<file path="config.mk">
export PLATFORM = sky130hd
export DESIGN_NAME = sfa_alias
export DESIGN_NICKNAME = d
export VERILOG_FILES = /design/src/common/sfa_pkg.sv /design/src/sfa_alias.sv
export SDC_FILE = /design/constraint.sdc
export NUM_CORES = 1
export LEC_CHECK = 0
export ABC_AREA = 1
export BUFFER_PORTS_ARGS = -buffer_cell sky130_fd_sc_hd__buf_2
export CORE_MARGIN = 1
export CORE_UTILIZATION = 55
export CTS_CLUSTER_DIAMETER = 60
export DETAILED_ROUTE_END_ITERATION = 8
export GPL_ROUTABILITY_DRIVEN = 0
export HOLD_SLACK_MARGIN = 0.1
export PLACE_DENSITY = 0.75
export SYNTH_ARGS = -nofsm -noshare
export SYNTH_HDL_FRONTEND = slang
export SYNTH_SLANG_ARGS = --single-unit
</file>
<file path="constraint.sdc">
create_clock -name I_REF_CLK -period 3.57 [get_ports I_REF_CLK]
set_clock_uncertainty 0.05 [all_clocks]
set_input_delay 0 -clock I_REF_CLK [delete_from_list [all_inputs] [get_ports I_REF_CLK]]
set_output_delay 0 -clock I_REF_CLK [all_outputs]
set_load 0.005 [all_outputs]
</file>
<file path="src/common/sfa_pkg.sv">
// shared constants and carrier types of the simd/fp register alias block
// assumes one core clock, decode pipeline classifies every instruction
// What this block does
// - emulation flag set: invalid-opcode fault always
// - task-switched set: device-unavailable fault, else pending fp exception check, then execute
// - eight simd registers live in fp low bits
// - simd n maps physical n, ignores top
// - fp writes visible through aliased simd register
// - simd write forces bits 64..79 to ones
// - simd instructions except clear set tags valid
// - clear-simd-state sets all tags empty
// - every simd instruction zeroes top-of-stack field
// - simd leaves other status and fp registers
// - simd reads and clear keep data registers
// - tag word never affects simd behaviour
// - saves compute real tags, then empty all
// - ordinary fp sets modified tag 00/11
// - restores keep empty tags, derive the rest
// - pending fp exception faults before simd executes
`default_nettype none
package sfa_pkg;
  localparam int NUM_REGS = 8;
  localparam int MANT_W = 64;
  localparam int FP_W = 80;
  localparam int TOP_LSB = 11;
  localparam int TOP_MSB = 13;
  localparam logic [1:0] TAG_VALID = 2'h0;
  localparam logic [1:0] TAG_ZERO = 2'h1;
  localparam logic [1:0] TAG_SPECIAL = 2'h2;
  localparam logic [1:0] TAG_EMPTY = 2'h3;
  localparam logic [15:0] TAG_WORD_RST = 16'hFFFF;
  localparam logic [15:0] STATUS_RST = 16'h0000;
  localparam logic [2:0] TOP_CLEAR = 3'h0;
  localparam logic [15:0] EXP_ONES = 16'hFFFF;
  localparam logic [14:0] EXP_MAX = 15'h7FFF;

  typedef enum logic [2:0] {
    SFA_OP_NONE,
    SFA_OP_SIMD_RD,
    SFA_OP_SIMD_WR,
    SFA_OP_SIMD_CLR,
    SFA_OP_FP,
    SFA_OP_SAVE,
    SFA_OP_RESTORE
  } sfa_op_t;

  // one instruction presented by the decode pipeline
  typedef struct packed {
    logic valid;
    sfa_op_t op;
    logic [2:0] reg_idx;
    logic [FP_W-1:0] data;
    logic fp_wr;
    logic fp_empty;
    logic top_wr;
    logic [2:0] top_val;
    logic [15:0] image_tags;
  } sfa_req_t;

  // answer of one instruction, one cycle later
  typedef struct packed {
    logic done;
    logic fault_ud;
    logic fault_nm;
    logic fault_mf;
    logic [15:0] image_tags;
    logic [MANT_W-1:0] rd_data;
  } sfa_rsp_t;
endpackage
`default_nettype wire

</file>
<file path="src/sfa_alias.sv">
// shared simd / floating-point register file with tag and top tracking
// assumes decode presents one classified instruction per valid cycle
//
`default_nettype none
module sfa_alias (
  // clock and reset
  input wire logic I_REF_CLK,
  input wire logic I_RST_N,
  // system control flags
  input wire logic I_EMULATION_FLAG,
  input wire logic I_TASK_SWITCHED_FLAG,
  input wire logic I_FP_EXC_PENDING,
  // instruction port
  input wire sfa_pkg::sfa_req_t I_REQ,
  // answers and visible state
  output sfa_pkg::sfa_rsp_t O_RSP,
  output logic [15:0] O_TAG_WORD,
  output logic [15:0] O_STATUS_WORD,
  output logic [7:0] O_INT
);
  import sfa_pkg::*;

  // ---------------------------------------------------------------
  // helpers
  // ---------------------------------------------------------------
  // classify a register value into a tag for the saved image
  function automatic logic [1:0] value_tag(input logic [FP_W-1:0] v);
    if (v[FP_W-2:MANT_W] == EXP_MAX) begin
      value_tag = TAG_SPECIAL;
    end else if (v[FP_W-2:0] == '0) begin
      value_tag = TAG_ZERO;
    end else if (v[FP_W-2:MANT_W] == 15'h0000 || !v[MANT_W-1]) begin
      value_tag = TAG_SPECIAL;
    end else begin
      value_tag = TAG_VALID;
    end
  endfunction

  // ---------------------------------------------------------------
  // storage
  // ---------------------------------------------------------------
  logic [FP_W-1:0] fp_reg_r [NUM_REGS];
  logic [15:0] tag_r;
  logic [15:0] status_r;
  sfa_rsp_t rsp_r;
  logic [7:0] int_r;

  logic is_simd;
  logic go_ud;
  logic go_nm;
  logic go_mf;
  logic exec;

  // ---------------------------------------------------------------
  // fault gating
  // ---------------------------------------------------------------
  always_comb begin
    is_simd = I_REQ.valid && (I_REQ.op == SFA_OP_SIMD_RD || I_REQ.op == SFA_OP_SIMD_WR ||
              I_REQ.op == SFA_OP_SIMD_CLR);
    go_ud = is_simd && I_EMULATION_FLAG;
    go_nm = is_simd && !I_EMULATION_FLAG && I_TASK_SWITCHED_FLAG;
    go_mf = is_simd && !go_ud && !go_nm && I_FP_EXC_PENDING;
    exec = I_REQ.valid && !go_ud && !go_nm && !go_mf;
  end

  // ---------------------------------------------------------------
  // data registers
  // ---------------------------------------------------------------
  always_ff @(posedge I_REF_CLK) begin
    if (!I_RST_N) begin
      for (int i = 0; i < NUM_REGS; i++) begin
        fp_reg_r[i] <= '0;
      end
    end else if (exec) begin
      // index is physical, never offset by top
      if (I_REQ.op == SFA_OP_SIMD_WR) begin
        fp_reg_r[I_REQ.reg_idx] <= {EXP_ONES, I_REQ.data[MANT_W-1:0]};
      end else if (I_REQ.op == SFA_OP_FP && I_REQ.fp_wr && !I_REQ.fp_empty) begin
        fp_reg_r[I_REQ.reg_idx] <= I_REQ.data;
      end
      // simd reads and clear leave every data register alone
    end
  end

  // ---------------------------------------------------------------
  // tag word
  // ---------------------------------------------------------------
  always_ff @(posedge I_REF_CLK) begin
    if (!I_RST_N) begin
      tag_r <= TAG_WORD_RST;
    end else if (exec) begin
      case (I_REQ.op)
        SFA_OP_SIMD_RD, SFA_OP_SIMD_WR: begin
          tag_r <= {NUM_REGS{TAG_VALID}};
        end
        SFA_OP_SIMD_CLR: begin
          tag_r <= {NUM_REGS{TAG_EMPTY}};
        end
        SFA_OP_FP: begin
          if (I_REQ.fp_wr) begin
            tag_r[I_REQ.reg_idx*2 +: 2] <= I_REQ.fp_empty ? TAG_EMPTY : TAG_VALID;
          end
        end
        SFA_OP_SAVE: begin
          tag_r <= {NUM_REGS{TAG_EMPTY}};
        end
        SFA_OP_RESTORE: begin
          for (int i = 0; i < NUM_REGS; i++) begin
            tag_r[i*2 +: 2] <= (I_REQ.image_tags[i*2 +: 2] == TAG_EMPTY) ?
                               TAG_EMPTY : value_tag(fp_reg_r[i]);
          end
        end
        default: begin
        end
      endcase
    end
  end

  // ---------------------------------------------------------------
  // status word: only the top field is touched by simd
  // ---------------------------------------------------------------
  always_ff @(posedge I_REF_CLK) begin
    if (!I_RST_N) begin
      status_r <= STATUS_RST;
    end else if (exec) begin
      if (is_simd) begin
        status_r[TOP_MSB:TOP_LSB] <= TOP_CLEAR;
      end else if (I_REQ.op == SFA_OP_FP && I_REQ.top_wr) begin
        status_r[TOP_MSB:TOP_LSB] <= I_REQ.top_val;
      end
    end
  end

  // ---------------------------------------------------------------
  // answers
  // ---------------------------------------------------------------
  always_ff @(posedge I_REF_CLK) begin
    if (!I_RST_N) begin
      rsp_r <= '0;
    end else begin
      rsp_r.done <= exec;
      rsp_r.fault_ud <= go_ud;
      rsp_r.fault_nm <= go_nm;
      rsp_r.fault_mf <= go_mf;
      rsp_r.image_tags <= I_REQ.image_tags;
      if (exec && I_REQ.op == SFA_OP_SAVE) begin
        for (int i = 0; i < NUM_REGS; i++) begin
          rsp_r.image_tags[i*2 +: 2] <= (tag_r[i*2 +: 2] == TAG_EMPTY) ?
                                        TAG_EMPTY : value_tag(fp_reg_r[i]);
        end
      end
      // tag word plays no part in simd reads
      rsp_r.rd_data <= fp_reg_r[I_REQ.reg_idx][MANT_W-1:0];
    end
  end

  // ---------------------------------------------------------------
  // event flags
  // ---------------------------------------------------------------
  always_ff @(posedge I_REF_CLK) begin
    if (!I_RST_N) begin
      int_r <= '0;
    end else begin
      int_r <= {5'h00, go_mf, go_nm, go_ud};
    end
  end

  assign O_RSP = rsp_r;
  assign O_TAG_WORD = tag_r;
  assign O_STATUS_WORD = status_r;
  assign O_INT = int_r;
endmodule
`default_nettype wire

</file>
== Word level (Yosys, flattened, before mapping) ==
Memories as Yosys holds them, arrays and structs flattened. A register that Yosys moved wholly into a read port is not among the register bits.
Cells that the tools add are included.
Operators by class
  $add $sub $neg: 1
  eq/ne operators: 31
  shifts and indexed selects: 2
  mux-type cells: 61
  bitwise logic cells: 1
  reductions and logical operators: 61
Operator list (count)
  $logic_not 79->1: 8
  $mux 80: 2
  $eq 15x15->1 const B: 8
  $logic_not 15->1: 8
  $mux 2: 41
  $reduce_or 80->1: 1
  $pmux 16 s4: 1
  $neg 4->34: 1
  $shift 2x34->16 const A: 1
  $shiftx 2x34->16: 1
  $eq 2x2->1 const B: 16
  $mux 16: 2
  $bwmux 16: 1
  $logic_and 1x1->1: 14
  $logic_not 1->1: 14
  $mux 1: 11
  $logic_or 1x1->1: 10
  $eq 3x3->1 const B: 3
  $mux 3: 3
  $eq 3x2->1 const B: 2
  $reduce_bool 4->1: 1
  $reduce_or 2->1: 2
  $eq 3x1->1 const B: 1
  $reduce_and 3->1: 1
  other kinds (4): 4
Word-level totals
  register bits after elaboration: 47
  RAM bits: 640
  input bits: 114
  logic and storage cells: 167
  memories kept: 1
Memory list
  fp_reg_r: words 8, width 80, rd ports 9, clocked after Yosys merged registers in 1, wr ports 8, RTL line sfa_alias.sv:42  | logic [FP_W-1:0] fp_reg_r [NUM_REGS];

== Depth between registers and ports, before layout ==
  depth after elaboration: 17
  gate-level depth with buffers: 16
  depth with buffers taken out: 13

== Worst setup path before layout ==
No wires, ideal clock.
  path kind: input to register
  from: input I_REQ[105] (netlist bit)
  to: memory fp_reg_r[1][0], enable pin
  library setup time: 440 ps
  data arrival time: 3137 ps
  data required time: 3080 ps
  setup slack: -57 ps
  stages: 10
  cell sequence: inv_1 -> nand2_1 -> nand3_1 -> nor2_1 -> nand2_1 -> nand3_1 -> a211oi_4 -> nand3_2 -> buf_6 -> nand2_1
RTL lines
  start, declared: RTL line sfa_alias.sv:14  | input wire sfa_pkg::sfa_req_t I_REQ,
  end, declared: RTL line sfa_alias.sv:42

== Worst setup path in the final report ==
  from: input I_REQ[105] (netlist bit)
  to: register rsp_r (netlist bit O_RSP[65])
Between the ends
  cells in the longest elaborated chain, start to end: 13
  elaborated cells on any way between the ends: 21
  those cells by class: eq/ne: 4; mux: 1; reduce/logical: 16
RTL lines
  $eq 3x1->1 or $eq 3x2->1 (tied branches): RTL line sfa_alias.sv:58  | is_simd = I_REQ.valid && (I_REQ.op == SFA_OP_SIMD_RD || I_REQ.op == SFA_OP_SIMD_WR ||
  $logic_or 1x1->1 (2 in series): RTL line sfa_alias.sv:58
  $logic_and 1x1->1: RTL line sfa_alias.sv:58
  $logic_and 1x1->1, on equally long branches: RTL line sfa_alias.sv:60, sfa_alias.sv:61
  $logic_not 1->1 or $logic_and 1x1->1 (tied branches): RTL line sfa_alias.sv:62, sfa_alias.sv:63, sfa_alias.sv:61
  $logic_and 1x1->1 or $logic_not 1->1 (tied branches): RTL line sfa_alias.sv:62, sfa_alias.sv:63
  $logic_and 1x1->1 (2 in series): RTL line sfa_alias.sv:62  | go_mf = is_simd && !go_ud && !go_nm && I_FP_EXC_PENDING;
  $logic_not 1->1: RTL line sfa_alias.sv:63  | exec = I_REQ.valid && !go_ud && !go_nm && !go_mf;
  $logic_and 1x1->1: RTL line sfa_alias.sv:63
  $logic_and 1x1->1 (*): RTL line sfa_alias.sv:146  | if (exec && I_REQ.op == SFA_OP_SAVE) begin
  $mux 16 (*): RTL line sfa_alias.sv:146
  end, declared: RTL line sfa_alias.sv:45  | sfa_rsp_t rsp_r;
Every way passes the cells marked *; elsewhere a longest branch is shown, timed or not.
A chain may end at the register's enable or synchronous reset.

==> implementation parameters <==
Parameter                              Value

Layout
  Number of nets in the final layout    approximately 3700
  Final design instance area without fill    0.0386 sq mm
  Area growth from synthesis to layout    17.6%
  Filler Cells Inserted    about 4300
  Ratio of cells with drive above 1 in the final layout    0.113
  Register area    about 0.021 sq mm
  Total area of multi-input combinational cells    between 0.01 and 0.015 sq mm

Drt
  Final Routed Wirelength    between 90000 and 100000 microns
  Routed vias    ~26000
  DRC violation total after the first TritonRoute iteration    ~3500
  WL per Instance    roughly 22 microns
  Total DRC errors in the routed layout    0
  Vias per std cell    slightly below 6
  First-pass DRT Iterations    8
  Number of antenna-violating nets in the routed design    0

Die
  Number of core rows    between 80 and 90
  Area of the core    0.0589 sq mm
  Initial Utilization    0.556
  Chip height    246 microns
  Area of the die    approximately 0.061 sq mm
  Number of top-level pins    between 200 and 250
  X dimension of the die    246 microns

Yosys
  Synthesized area divided by synthesized cell count    10.1 sq um
  Cell types with the largest area share after synthesis    sky130_fd_sc_hd__edfxtp_1 58%, sky130_fd_sc_hd__nor2_1 13%, sky130_fd_sc_hd__dfxtp_1 6.3%
  Number of flops mapped to enable cells by yosys    632
  Dominant cell by count in the synthesized netlist    sky130_fd_sc_hd__nor2_1
  Post-Syn Area    around 0.033 sq mm
  Leading cell types by count after synthesis    1175 x sky130_fd_sc_hd__nor2_1, 632 x sky130_fd_sc_hd__edfxtp_1, 298 x sky130_fd_sc_hd__nand2_1, 262 x sky130_fd_sc_hd__o21ai_0, 160 x sky130_fd_sc_hd__o21a_1
  Distinct cell type count after synthesis    28
  Fraction of synthesis flops using an asynchronous set or reset pin    0
  Synthesis-stage register bit count    about 740
  Post-synth top flop    sky130_fd_sc_hd__edfxtp_1
  Biggest area consumer among synthesized cells    sky130_fd_sc_hd__edfxtp_1
  Post-synthesis sequential area ratio    0.642
  Top-area cell type share of the netlist area    0.579
  Yosys Warn Count    0
  Post-Syn Instances    ~3300

Timing
  Setup-failing EPs final    2
  Setup ws final    -39.5 ps
  Final count of hold timing violations    0
  Worst-Margin Slew    1190 ps
  Slew HR    0.205
  Achievable Freq    277 MHz
  Slew Viols, Final    0
  Time the worst path needs with I/O delays and setup    3610 ps
  Fraction of the cycle the final worst path needs    1.01
  Unrepaired setup endpoints after global routing    true

Global route
  Maximum number of pins on one net before global-route repair    166
  GRT overflow    0
  Wire length of the first global-routing pass    142000 microns
  Initial antenna violation count    1
  Via count of the first global-routing pass    24700
  GR Util All Layers    0.314

Clock tree
  Source-to-sink clock delay at the later pin of the worst-skew pair    about 640 ps
  Clock slew at the register clock pins of the worst setup and hold paths    ~60 ps
  Num CTS Buffers    78
  TritonCTS clock tree    done
  Max H-tree Level    3
  Worst-case clock buffer depth    3
  Total number of clock tree sinks    735
  Clock root buffer master    sky130_fd_sc_hd__clkbuf_16

Worst setup path
  Register-to-register path setup slack    between 150 and 200 ps
  Worst-path fanout max    16
  Critical-path cell with the highest stage delay    sky130_fd_sc_hd__dlygate4sd3_1
  Beginning of the worst register-to-register path    fp_reg_r[2][61]
  Arrival time reported for the critical path endpoint    just over 4000 ps
  Category of cells accounting for the largest share of critical-path delay    buffers and inverters
  Worst endpoint required time    approximately 4000 ps
  R2r endpoint    O_TAG_WORD[5]
  Critical path, cell by cell    dlygate4sd3_1 -> buf_2 -> inv_1 -> nand2_1 -> nand3_2 -> nor2_2 -> nand2_1 -> dlygate4sd3_1 -> nand3_2 -> inv_1 -> nand2_4 -> clkinvlp_4 -> buf_4 -> o21ai_0 -> dlygate4sd3_1 -> a21oi_1 -> dlygate4sd3_1
  Number of cells traversed by the worst register-to-register path    14
  Crit Path Class    in -> reg
  Crit path capture type    register
  Crit path buf inv count    9
  Worst path max stage delay    slightly above 700 ps
  Most common cell type on the critical path    sky130_fd_sc_hd__dlygate4sd3_1
  Critical path startpoint category    input port

Power and ir drop
  Reg power frac    0.506
  Cell leakage power    around 15 nW
  Power, Total    19.9 mW
  Peak ir drop on the vdd network    0.455 mV
  Pwr dens    between 500 and 600 mW/mm^2
  Total internal power    between 15 and 20 mW
  Comb power frac    0.075
  Proportion of total power due to net switching    0.233
  Net Switching    approximately 4.6 mW
  Part of the power in the clock network    0.420

Worst hold path
  Worst Hold Path EP    O_TAG_WORD[7]
  Worst min path class    in -> reg
  Launch point of the worst hold path    I_REQ[21]
  Hold depth    6

Place
  Post-detailed-placement cell area    0.0343 sq mm
  Post-DP HPWL    about 56000 microns
  Port Buffer Count    218

Flow run
  Max-cap violation count    0

Status
  Outcome    finished with violations
  Violations in the final reports    negative setup slack
-- repair_timing --
action                     4_1_cts  5_1_grt
setup endpoints to repair        0      131
hold buffers                   154        1
buffers inserted                 0        1
gates resized for setup          0       11
hold endpoints to repair       680       15
-- through the flow --
| step | worst slack (ps) | TNS, ps | hold slack [ps] | cells | util |
|---|---|---|---|---|---|
| after floorplan | 7.73 | 0 | 70.4 | 3274 | - |
| after global placement | 708 | 0 | 207 | 4123 | 0.583 |
| after detailed placement | 653 | 0 | 209 | 4123 | 0.583 |
| after CTS | 34.6 | 0 | 103 | 4422 | 0.653 |
| after global routing | -266 | -2150 | 131 | 4425 | 0.654 |
| final | -39.5 | -61.2 | 74.9 | 4427 | 0.654 |
-- layout make-up --
| cell class | instances | share of cell area |
|---|---|---|
| timing repair buffer | 420 | 0.0813 |
| tap | 773 | 0.0251 |
| inverter | 157 | 0.0155 |
| clock inverter | 40 | 0.0119 |
| sequential | 735 | 0.546 |
| multi-input combinational | 2194 | 0.264 |
| clock buffer | 105 | 0.0562 |
| antenna | 3 | 0.000195 |
-- sequential cells by signal, indices dropped and copies added, names as in the netlist --
signal and flops:
O_INT 3, O_STATUS_WORD 3, O_RSP 81, O_TAG_WORD 16
fp_reg_r 632
-- cell usage in the layout, fill, tap and decap left out, types with 39 or more instances in the layout --
cell type	n
sky130_fd_sc_hd__o21a_1	160
sky130_fd_sc_hd__inv_1	153
sky130_fd_sc_hd__nand2_1	287
sky130_fd_sc_hd__o21ai_0	261
sky130_fd_sc_hd__nand4_1	43
sky130_fd_sc_hd__clkbuf_16	81
sky130_fd_sc_hd__a41oi_1	64
sky130_fd_sc_hd__dfxtp_1	103
sky130_fd_sc_hd__buf_2	217
sky130_fd_sc_hd__o211ai_1	39
sky130_fd_sc_hd__a21oi_1	60
sky130_fd_sc_hd__dlygate4sd3_1	154
sky130_fd_sc_hd__nand3_1	51
sky130_fd_sc_hd__nor2_1	1170
sky130_fd_sc_hd__edfxtp_1	632
-- metal layers --
layer	routed length [microns]	GRT usage	vias to the layer above
met5	0	0	-
met2	45300	0.500	1589
met3	10200	0.0668	358
li1	-	-	11800
met4	5050	0.159	0
met1	35400	0.406	12400
-- logic make-up (layout without fill, tap and decap cells) --
kind of cell             Yosys count  count (layout)  share of synthesized area
AO/OA/AOI/OAI                    588             588                      0.113
adder cells (fa/ha/maj)            5               5                    0.00191
buffers and inverters            345             722                     0.0548
flip-flops                       735             735                      0.642
other                              1              21                   0.000114
AND/OR/NAND/NOR                 1583            1583                      0.188
-- power groups by stage --
stage | sequential [mW] | clock [mW] | combinational (mW)
after floorplan | 10.2 | 0 | 0.752
after global placement | 10.2 | 0 | 1.27
after detailed placement | 10.2 | 0 | 1.29
after CTS | 10.0 | 8.37 | 1.43
after global routing | 10.1 | 8.73 | 1.61
final | 10.1 | 8.35 | 1.49
-- worst reg2reg max path: stages, from the launching register on --
cell and delay, ps:
sky130_fd_sc_hd__edfxtp_1 400, sky130_fd_sc_hd__nor2_1 160, sky130_fd_sc_hd__nand2_1 120, sky130_fd_sc_hd__nor2_1 230
sky130_fd_sc_hd__nand2_1 140, sky130_fd_sc_hd__nor2_1 270, sky130_fd_sc_hd__nand3_1 260, sky130_fd_sc_hd__nand2_1 210
sky130_fd_sc_hd__nand2_1 100, sky130_fd_sc_hd__nand2_1 100, sky130_fd_sc_hd__nand2_1 50, sky130_fd_sc_hd__dlygate4sd3_1 560
sky130_fd_sc_hd__nand2_1 60, sky130_fd_sc_hd__dlygate4sd3_1 550, sky130_fd_sc_hd__nand2_1 50
-- how the worst max path moves through the flow --
stage                     startpoint              end  slack, ps  cells past startpoint
after floorplan           I_REQ[105]   fp_reg_r[0][0]          8                     10
after detailed placement  I_REQ[105]  fp_reg_r[1][69]        650                     11
final                     I_REQ[105]        O_RSP[65]        -40                     17
after CTS                 I_REQ[105]    O_TAG_WORD[0]         30                     16
after global placement    I_REQ[105]  fp_reg_r[2][69]        710                     11
after global routing      I_REQ[105]        O_RSP[68]       -270                     17
No activity file was read; power rests on OpenSTA's default activity.
